--- src/design/sfrpg_pkg.sv ---
package sfrpg_pkg;

  // --------------------------------------------------------------------
  // Register space addresses
  // --------------------------------------------------------------------
  localparam logic [7:0] ADDR_ACTIVE_PAGE = 8'hA7;
  localparam logic [7:0] ADDR_PAGE_CTRL = 8'hCF;
  localparam logic [7:0] ADDR_STACK_VIEW = 8'hD3;

  // --------------------------------------------------------------------
  // Page codes
  // --------------------------------------------------------------------
  localparam logic [7:0] PAGE_ZERO = 8'h00;
  localparam logic [7:0] PAGE_F = 8'h0F;

  // --------------------------------------------------------------------
  // Page control fields and reset values
  // --------------------------------------------------------------------
  localparam int IDX_LSB = 4;
  localparam int IDX_MSB = 6;
  localparam int AUTO_EN_BIT = 0;
  localparam logic [2:0] IDX_LAST_LEVEL = 3'h4;
  localparam logic [7:0] PAGE_CTRL_RESET = 8'h01;
  localparam logic [7:0] ACTIVE_PAGE_RESET = 8'h00;
  localparam logic [7:0] STACK_VIEW_RESET = 8'h00;
  localparam int STACK_LEVELS = 5;

  // --------------------------------------------------------------------
  // Bit-addressable low nibbles and bit operations
  // --------------------------------------------------------------------
  localparam logic [3:0] BITADDR_NIB_A = 4'h0;
  localparam logic [3:0] BITADDR_NIB_B = 4'h8;

  typedef enum logic [1:0] {
    SFRPG_BIT_NONE,
    SFRPG_BIT_SET,
    SFRPG_BIT_CLEAR,
    SFRPG_BIT_TEST
  } sfrpg_bitop_t;

endpackage : sfrpg_pkg

--- src/design/sfrpg_decode.sv ---
module sfrpg_decode (
  input wire logic [7:0] addr_in,
  input wire logic [7:0] page_in,
  output logic sel_page_out,
  output logic sel_ctrl_out,
  output logic sel_view_out,
  output logic split_out,
  output logic bitaddr_out
);

  // --------------------------------------------------------------------
  // Addresses holding a distinct register on page 0 and on page F
  // --------------------------------------------------------------------
  function automatic logic is_split(input logic [7:0] a);
    unique case (a)
      8'h91, 8'h92, 8'h93, 8'h94, 8'h95, 8'h96, 8'h97,
      8'hAB, 8'hAC, 8'hAD, 8'hAE,
      8'hB9,
      8'hC0, 8'hC1, 8'hC2,
      8'hC8, 8'hCA, 8'hCB, 8'hCC, 8'hCD,
      8'hD2, 8'hD3, 8'hD7,
      8'hE7: is_split = 1'b1;
      default: is_split = 1'b0;
    endcase
  endfunction : is_split

  function automatic logic is_bitaddr(input logic [7:0] a);
    is_bitaddr = (a[3:0] == sfrpg_pkg::BITADDR_NIB_A) ||
                 (a[3:0] == sfrpg_pkg::BITADDR_NIB_B);
  endfunction : is_bitaddr

  logic on_page_f;

  always_comb begin
    on_page_f = (page_in == sfrpg_pkg::PAGE_F);
    sel_page_out = (addr_in == sfrpg_pkg::ADDR_ACTIVE_PAGE);
    sel_ctrl_out = (addr_in == sfrpg_pkg::ADDR_PAGE_CTRL);
    sel_view_out = on_page_f && (addr_in == sfrpg_pkg::ADDR_STACK_VIEW);
    split_out = is_split(addr_in);
    bitaddr_out = is_bitaddr(addr_in);
  end

endmodule : sfrpg_decode

--- src/design/sfrpg_stack.sv ---
// Notes on behaviour
// - A read of the stack view returns the stack level picked by the level select field.
// - The stack view is an 8-bit read-only window, zero after reset, and writes never change the stack.
// - The stack view answers at address D3 only while the active page is F.
// - Addresses with low nibble 0 or 8 are bit-addressable and take bit set, clear and test.
// - Addresses decode the same on page 0 and page F except where each page has its own register.
// - The active page register steers the split addresses and the stack view at D3, and reads back the page in use.
// - Level select 0 shows the active page, 1 to 4 the lower levels, and 5 to 7 are invalid.
// - The stack pushes only on interrupt entry and pops only on return_from_interrupt, when auto paging is on.
// - With auto paging on (reset 1) entry pushes the active page and loads the interrupt page.
module sfrpg_stack (
  input wire logic CLK_IN,
  input wire logic RST_N_IN,
  input wire logic [7:0] SFR_ADDR_IN,
  input wire logic SFR_RD_IN,
  input wire logic SFR_WR_IN,
  input wire logic [7:0] SFR_WDATA_IN,
  input wire logic [1:0] SFR_BIT_OP_IN,
  input wire logic [2:0] SFR_BIT_SEL_IN,
  input wire logic IRQ_ENTRY_IN,
  input wire logic [7:0] IRQ_PAGE_IN,
  input wire logic RETURN_FROM_INTERRUPT_IN,
  output logic [7:0] SFR_RDATA_OUT,
  output logic SFR_RACK_OUT,
  output logic EXT_SEL_OUT,
  output logic EXT_WR_OUT,
  output logic [7:0] EXT_ADDR_OUT,
  output logic [7:0] EXT_WDATA_OUT,
  output logic EXT_PAGE_F_OUT,
  output logic EXT_BITADDR_OUT,
  output logic [1:0] EXT_BIT_OP_OUT,
  output logic [2:0] EXT_BIT_SEL_OUT,
  output logic [7:0] ACTIVE_PAGE_OUT,
  output logic AUTO_PAGING_OUT
);

  // --------------------------------------------------------------------
  // State
  // --------------------------------------------------------------------
  logic [sfrpg_pkg::STACK_LEVELS-1:0][7:0] stack_q;
  logic [2:0] stack_level_select_q;
  logic auto_paging_enable_q;
  logic [7:0] rdata_q;
  logic rack_q;
  logic sel_page, sel_ctrl, sel_view, split, bitaddr;
  logic own_sel, push, pop, page_wr, ctrl_wr;
  logic [7:0] view_val;
  logic [7:0] ctrl_val;

  sfrpg_decode u_decode (
    .addr_in(SFR_ADDR_IN),
    .page_in(stack_q[0]),
    .sel_page_out(sel_page),
    .sel_ctrl_out(sel_ctrl),
    .sel_view_out(sel_view),
    .split_out(split),
    .bitaddr_out(bitaddr)
  );

  // --------------------------------------------------------------------
  // Access qualification
  // --------------------------------------------------------------------
  always_comb begin
    own_sel = sel_page || sel_ctrl || sel_view;
    push = IRQ_ENTRY_IN && auto_paging_enable_q;
    pop = RETURN_FROM_INTERRUPT_IN && auto_paging_enable_q && !push;
    page_wr = SFR_WR_IN && sel_page;
    ctrl_wr = SFR_WR_IN && sel_ctrl;
    view_val = sfrpg_pkg::STACK_VIEW_RESET;
    if (stack_level_select_q <= sfrpg_pkg::IDX_LAST_LEVEL) begin
      view_val = stack_q[stack_level_select_q];
    end
    ctrl_val = 8'h00;
    ctrl_val[sfrpg_pkg::IDX_MSB:sfrpg_pkg::IDX_LSB] = stack_level_select_q;
    ctrl_val[sfrpg_pkg::AUTO_EN_BIT] = auto_paging_enable_q;
  end

  // --------------------------------------------------------------------
  // Page stack; level 0 is the active page
  // --------------------------------------------------------------------
  always_ff @(posedge CLK_IN) begin
    if (!RST_N_IN) begin
      stack_q <= '0;
    end else if (push) begin
      stack_q <= {stack_q[sfrpg_pkg::STACK_LEVELS-2:0], IRQ_PAGE_IN};
    end else if (pop) begin
      stack_q <= {8'h00, stack_q[sfrpg_pkg::STACK_LEVELS-1:1]};
    end else if (page_wr) begin
      stack_q[0] <= SFR_WDATA_IN;
    end
  end

  // --------------------------------------------------------------------
  // Page control register
  // --------------------------------------------------------------------
  always_ff @(posedge CLK_IN) begin
    if (!RST_N_IN) begin
      stack_level_select_q <=
        sfrpg_pkg::PAGE_CTRL_RESET[sfrpg_pkg::IDX_MSB:sfrpg_pkg::IDX_LSB];
      auto_paging_enable_q <=
        sfrpg_pkg::PAGE_CTRL_RESET[sfrpg_pkg::AUTO_EN_BIT];
    end else if (ctrl_wr) begin
      stack_level_select_q <=
        SFR_WDATA_IN[sfrpg_pkg::IDX_MSB:sfrpg_pkg::IDX_LSB];
      auto_paging_enable_q <= SFR_WDATA_IN[sfrpg_pkg::AUTO_EN_BIT];
    end
  end

  // --------------------------------------------------------------------
  // Read answer for own registers
  // --------------------------------------------------------------------
  always_ff @(posedge CLK_IN) begin
    if (!RST_N_IN) begin
      rdata_q <= 8'h00;
      rack_q <= 1'b0;
    end else begin
      rack_q <= SFR_RD_IN && own_sel;
      if (SFR_RD_IN && sel_view) begin
        rdata_q <= view_val;
      end else if (SFR_RD_IN && sel_page) begin
        rdata_q <= stack_q[0];
      end else if (SFR_RD_IN && sel_ctrl) begin
        rdata_q <= ctrl_val;
      end else begin
        rdata_q <= 8'h00;
      end
    end
  end

  // --------------------------------------------------------------------
  // Forwarding of all other addresses to the peripheral space
  // --------------------------------------------------------------------
  always_ff @(posedge CLK_IN) begin
    if (!RST_N_IN) begin
      EXT_SEL_OUT <= 1'b0;
      EXT_WR_OUT <= 1'b0;
      EXT_ADDR_OUT <= 8'h00;
      EXT_WDATA_OUT <= 8'h00;
      EXT_PAGE_F_OUT <= 1'b0;
      EXT_BITADDR_OUT <= 1'b0;
      EXT_BIT_OP_OUT <= sfrpg_pkg::SFRPG_BIT_NONE;
      EXT_BIT_SEL_OUT <= 3'h0;
    end else begin
      EXT_SEL_OUT <= (SFR_RD_IN || SFR_WR_IN) && !own_sel;
      EXT_WR_OUT <= SFR_WR_IN && !own_sel;
      EXT_ADDR_OUT <= SFR_ADDR_IN;
      EXT_WDATA_OUT <= SFR_WDATA_IN;
      EXT_PAGE_F_OUT <= split && (stack_q[0] == sfrpg_pkg::PAGE_F);
      EXT_BITADDR_OUT <= bitaddr;
      EXT_BIT_OP_OUT <= bitaddr && !own_sel ? SFR_BIT_OP_IN
                                            : sfrpg_pkg::SFRPG_BIT_NONE;
      EXT_BIT_SEL_OUT <= SFR_BIT_SEL_IN;
    end
  end

  always_comb begin
    SFR_RDATA_OUT = rdata_q;
    SFR_RACK_OUT = rack_q;
    ACTIVE_PAGE_OUT = stack_q[0];
    AUTO_PAGING_OUT = auto_paging_enable_q;
  end
endmodule : sfrpg_stack

--- config.mk ---
export PLATFORM = sky130hd
export DESIGN_NAME = sfrpg_stack
export DESIGN_NICKNAME = d
export VERILOG_FILES = /design/src/design/sfrpg_pkg.sv /design/src/design/sfrpg_decode.sv /design/src/design/sfrpg_stack.sv
export SDC_FILE = /design/constraint.sdc
export NUM_CORES = 1
export LEC_CHECK = 0
export ABC_AREA = 1
export BUFFER_PORTS_ARGS = -buffer_cell sky130_fd_sc_hd__buf_2
export CELL_PAD_IN_SITES_DETAIL_PLACEMENT = 1
export CELL_PAD_IN_SITES_GLOBAL_PLACEMENT = 1
export CORE_AREA = 10 10 108 110
export CTS_CLUSTER_DIAMETER = 150
export CTS_CLUSTER_SIZE = 25
export DETAILED_ROUTE_END_ITERATION = 7
export DIE_AREA = 0 0 118 120
export GPL_ROUTABILITY_DRIVEN = 0
export PLACE_DENSITY = 0.83
export SYNTH_ARGS = -nofsm -noshare
export SYNTH_HDL_FRONTEND = slang
export SYNTH_SLANG_ARGS = --single-unit
--- constraint.sdc ---
create_clock -name CLK_IN -period 2.83 [get_ports CLK_IN]
set_input_delay 0.4245 -clock CLK_IN [delete_from_list [all_inputs] [get_ports CLK_IN]]
set_output_delay 0.4245 -clock CLK_IN [all_outputs]
set_load 0.03 [all_outputs]
Yosys cells after proc, flatten, opt, wreduce, memory -nomap -nowiden --
Index checks and enable logic that the tools add are counted.
Cells by class: muxes and demuxes 11, reductions and logical operators 25, eq/ne operators 28, magnitude comparators 2
Operator list (number):
- equality test 8 bit, second input constant | 26
- two-way mux 8 bit | 6
- two-way mux 40 bit | 1
- two-way mux 32 bit | 1
- binary-select mux 8 bit (select 3 bit) | 1
- OR reduction 24 bit | 1
- logical AND 1 bit | 14
- equality test 8 x 4 -> 1 bit, second input constant | 1
- two-way mux 7 bit | 1
- equality test 4 bit, second input constant | 1
- zero test 4 bit | 1
- logical OR 1 bit | 4
- < comparator 3 x 4 -> 1 bit, second input constant | 1
- <= comparator 3 bit, second input constant | 1
- nonzero test 3 bit | 1
- zero test 1 bit | 2
- AND reduction 2 bit | 1
- nonzero test 2 bit | 1
- two-way mux 1 bit | 1
Storage, ports and cells: input bits 35, flip-flop bits (word level) 78

Depth between registers and ports, before layout --
depth in word-level cells 6, gate-level depth with buffers 9, mapped depth without buffers 9

Hierarchy --
A second synthesis with hierarchy kept.
Unflattened totals: cells, all modules 553, area, all modules 3691.0 um^2
Modules (own cells, without submodules):
- sfrpg_stack | area an instance 3415.8 um^2, instances 1, seq. area each 1561.5 um^2, cells an instance 490
- sfrpg_decode | area an instance 275.3 um^2, instances 1, seq. area each 0.0 um^2, cells an instance 63

Worst setup path after synthesis --
Ideal clock, no wire load.
path kind flip-flop to flip-flop, start register auto_paging_enable_q (netlist: AUTO_PAGING_OUT), end register stack_q (netlist bit ACTIVE_PAGE_OUT[0]), data required time 2.714 ns, path slack 1.503 ns, stages on the path, launching flop included 9, arrival 1.211 ns, library setup time 0.116 ns, path buffers 1, clock period less this slack 1.327 ns, path through dfxtp_1 > nand2_1 > nand2_1 > inv_1 > buf_2 > nand2_1 > nand3_1 > nor2_1 > nor2_1
On the way: longest elaborated chain between the ends 5, elaborated cells on any way between the ends 7
Ends and longest elaborated chain:
- start, declared | RTL line sfrpg_stack.sv:42 | logic auto_paging_enable_q;
- start signal, assigned | RTL line sfrpg_stack.sv:100 | auto_paging_enable_q <=
- start signal, assigned | RTL line sfrpg_stack.sv:105 | auto_paging_enable_q <= SFR_WDATA_IN[sfrpg_pkg::AUTO_EN_BIT];
- logical AND 1 bit | RTL line sfrpg_stack.sv:65 | push = IRQ_ENTRY_IN && auto_paging_enable_q;
- zero test 1 bit | RTL line sfrpg_stack.sv:66 | pop = RETURN_FROM_INTERRUPT_IN && auto_paging_enable_q && !push;
- logical AND 1 bit | RTL line sfrpg_stack.sv:66
- two-way mux 8 bit | RTL line sfrpg_stack.sv:86 | end else if (pop) begin
- two-way mux 40 bit | RTL line sfrpg_stack.sv:84 | end else if (push) begin
- end signal, assigned | RTL line sfrpg_stack.sv:85 | stack_q <= {stack_q[sfrpg_pkg::STACK_LEVELS-2:0], IRQ_PAGE_IN};
- end signal, assigned | RTL line sfrpg_stack.sv:87 | stack_q <= {8'h00, stack_q[sfrpg_pkg::STACK_LEVELS-1:1]};
- end, declared | RTL line sfrpg_stack.sv:40 | logic [sfrpg_pkg::STACK_LEVELS-1:0][7:0] stack_q;
Several ways; a longest one is shown, not always the timed one. A chain may end at the register's enable or synchronous reset.

Final worst setup path --
start register stack_level_select_q[2], end register rdata_q[0] (netlist: SFR_RDATA_OUT[0])
On the way: longest elaborated chain between the ends 4, elaborated cells on any way between the ends 5
Ends and longest elaborated chain:
- start, declared | RTL line sfrpg_stack.sv:41 | logic [2:0] stack_level_select_q;
- start signal, assigned | RTL line sfrpg_stack.sv:98 | stack_level_select_q <=
- start signal, assigned | RTL line sfrpg_stack.sv:103 | stack_level_select_q <=
- binary-select mux 8 bit (select 3 bit) | RTL line sfrpg_stack.sv:71 | view_val = stack_q[stack_level_select_q];
- two-way mux 8 bit (not written as such) | RTL line sfrpg_stack.sv:71
- two-way mux 8 bit * | RTL line sfrpg_stack.sv:70 | if (stack_level_select_q <= sfrpg_pkg::IDX_LAST_LEVEL) begin
- two-way mux 8 bit * | RTL line sfrpg_stack.sv:118 | if (SFR_RD_IN && sel_view) begin
- end signal, assigned | RTL line sfrpg_stack.sv:119 | rdata_q <= view_val;
- end signal, assigned | RTL line sfrpg_stack.sv:121 | rdata_q <= stack_q[0];
- end signal, assigned | RTL line sfrpg_stack.sv:123 | rdata_q <= ctrl_val;
- end, declared | RTL line sfrpg_stack.sv:43 | logic [7:0] rdata_q;
Mark *: on every way between the ends. The rest lies on a longest branch, timed or not. The select of a mux whose other input is x is not followed.

==> results.md <==
* Bufs on Longest Clock Path at 2
* Initial antenna violation count at 0
* Diode count at 0
* Clock slew seen by the registers of the worst setup and hold paths at 0.09 ns
* Die X at 118 um
* Final min period at 1.750 ns
* CTS tree: done
* Synth warn at 0
* Hold_ws at 0.2357 ns
* Post-CTS resize count at 0
* Dpl cells at ~740
* Syn Area/Cell at 6.501 um2
* Row count at 36
* Reg-to-Reg End: SFR_RDATA_OUT[0]$_SDFF_PN0_
* CTS root buf: clkbuf_8
* Synth cell types at 23
* Startpoint types: flip-flop
* Min-Delay Path Depth at 3
* Die area at 14160 um2
* Vias per std cell at 5.025
* # DRC at 0
* Largest net degree at the start of global routing at between 40 and 50
* Setup TNS at 0 ns
* Final instance count without filler cells at 760
* Status: finished, final reports clean
* Synthesized area at 3647 um2
* Worst-case clock skew at 0.009063 ns
* Worst Tran Pin Value at 0.7101 ns
* HPWL Detailed at 8.968 mm
* DRT iter0 DRCs at 235
* Net Count, Synth at 596
* Hold EP: EXT_BIT_SEL_OUT[0]$_SDFF_PN0_
* Leak Pwr at between 2 and 2.5 nW
* WL/cell at around 16 um
* First-pass GRT wire length at 20.24 mm
* Count of pins over their slew limit at 0
* Cells after synthesis at 561
* Final antenna-violating net count at 0
* H-tree depth at 3
* Global-route usage over all layers at 17.39%
* Tot Pwr at between 2 and 2.5 mW
* Number of max-cap violations at 0
* Maximum VDD drop at about 0.21 mV
* 1st-pass router iterations at 4
* Layout cells sized above 1 at between 10% and 20%
* Vias in the first global route at 3974
* Min-delay worst type: input pin to flip-flop
* Final setup viols at 0
* CP Class: flip-flop to flip-flop
* Worst r2r path cells at 6
* Total congestion overflow at 0
* FILL cells at 1332
* Port bufs at 77
* #FFs+latches synth at 78
* DR vias at between 3000 and 4000
* Crit Path Max Fanout at 11
* Post-CTS setup buffer count at 0
* I/O pin count at a little under 80
* CP required at roughly 3.1 ns
* Reg2reg start: stack_level_select_q[2]$_SDFFE_PN0P_
* Clk Latency, worst-skew pair at about 0.36 ns
* Area Overhead vs Synth at 17.05%
* Starting Density at a little under two fifths
* Achievable frequency at 571.3 MHz
* Seq/Total Area, Yosys at 42.81%
* Power per cell area at 535.4 nW/um2
* Min-delay src: SFR_BIT_SEL_IN[0]
* Final wirelength at 12.18 mm
* RSZ-0062 raised after global routing: false
* Final Hold Viols at 0
* Clock sinks at 78
* Hold-fix buffers, CTS at 0
* Critical path data arrival time at 2.04 ns
* Slew HR at 52.59%
* # nets final at 657
* Die height at about 120 um
* R2R Setup Slk at 1.08 ns
* Period utilisation layout at 61.85%
* Core Area at 9549 um2
* Crit path capture type: flip-flop
* Num CTS Buffers at 9
## where the power goes
part | internal (mW) | total, mW | switching, mW
Sequential | 1.13 | 1.16 | 0.0315
Combinational | 0.0828 | 0.281 | 0.198
Clock | 0.407 | 0.843 | 0.436
## worst max-delay path: stages, from the launching register on
cell and delay, ns:
dfxtp_1 0.41, inv_1 0.24, nor3_1 0.56, nand2_1 0.18
nand3_1 0.13, nor2_1 0.04, nor2_1 0.11
## cells by family after synthesis
group,synth area share [%]
simple gates,36.67
buf+inv,10.39
flops,42.81
compound gates,10.12
## how the worst max path moves through the flow
stage | cells past startpoint | startpoint | slack (ns) | endpoint
2_1_floorplan | 8 | AUTO_PAGING_OUT$_SDFFE_PN1P_ | 1.50 | ACTIVE_PAGE_OUT[0]$_SDFFE_PN0P_
3_3_place_gp | 6 | stack_level_select_q[2]$_SDFFE_PN0P_ | 1.07 | SFR_RDATA_OUT[0]$_SDFF_PN0_
3_5_place_dp | 9 | RETURN_FROM_INTERRUPT_IN | 1.08 | ACTIVE_PAGE_OUT[1]$_SDFFE_PN0P_
4_1_cts | 6 | stack_level_select_q[2]$_SDFFE_PN0P_ | 1.07 | SFR_RDATA_OUT[0]$_SDFF_PN0_
5_1_grt | 6 | stack_level_select_q[2]$_SDFFE_PN0P_ | 0.95 | SFR_RDATA_OUT[0]$_SDFF_PN0_
6_report | 6 | stack_level_select_q[2]$_SDFFE_PN0P_ | 1.08 | SFR_RDATA_OUT[0]$_SDFF_PN0_
## through the flow
| stage | setup WS, ns | utilization [%] | area, um2 |
|---|---|---|---|
| after floorplan | 1.503 | - | 3647 |
| after global placement | 1.065 | 42.71 | 4079 |
| after detailed placement | 1.079 | 42.71 | 4079 |
| after CTS | 1.072 | 44.71 | 4269 |
| after global routing | 0.9489 | 44.71 | 4269 |
| final | 1.080 | 44.71 | 4269 |
## synth_stat cells, drive strengths merged
cell    count  area [um2]
nand3b      1       7.510
clkbuf     13       48.80
dfxtp      78        1562
nand3      34       175.2
and3        1       6.260
nor3        2       10.01
o211ai      1       7.510
o21ai      14       70.07
nand4       5       31.28
a31oi      25       156.4
inv        55       206.5
nand2     230       870.8
nor2       57       236.5
buf        21       123.9
a21oi      24       135.1
## area by class of cell
cell class / instances / area (um2) / area share, %
clock buffers: 10 / 127.6 / 2.989
clock inverters: 6 / 62.56 / 1.465
inverters: 55 / 206.4 / 4.836
multi-input cells: 394 / 1707 / 39.98
flip-flops and latches: 78 / 1562 / 36.58
well taps: 133 / 166.4 / 3.898
repair buffers: 84 / 437.9 / 10.26
## sequential cells by signal (all words and copies together) (netlist names), 2 cells and up
register / cells
EXT_BIT_OP_OUT: 2
SFR_RDATA_OUT: 8
ACTIVE_PAGE_OUT: 8
EXT_WDATA_OUT: 8
EXT_BIT_SEL_OUT: 3
stack_q: 32
stack_level_select_q: 3
EXT_ADDR_OUT: 8
## cell usage in the layout (no fill, tap or decap), types with 2 or more instances in the layout
master    instances
clkinv_4          2
clkinv_2          3
dfxtp_1          78
clkbuf_8          9
nand4_1           5
a21oi_1          20
inv_1            50
nand3_1          33
nor2_2            6
nor2_1           50
o21ai_0          14
nand2_2           3
inv_2             5
a31oi_1          25
nor3_1            2
buf_4             7
a21oi_2           4
nand2_1         227
buf_2            77
## routing by layer
layer	share of wire, %	wire, um	GRT usage, %	up-vias
met4	1.7	207	6.491	0
met2	46	5627	29.04	122
li1	-	-	-	1869
met1	45	5484	21.26	1813
met3	7.1	860	4.266	15
met5	0	0	0	-
Note: power is estimated with default switching activity, not from simulation.
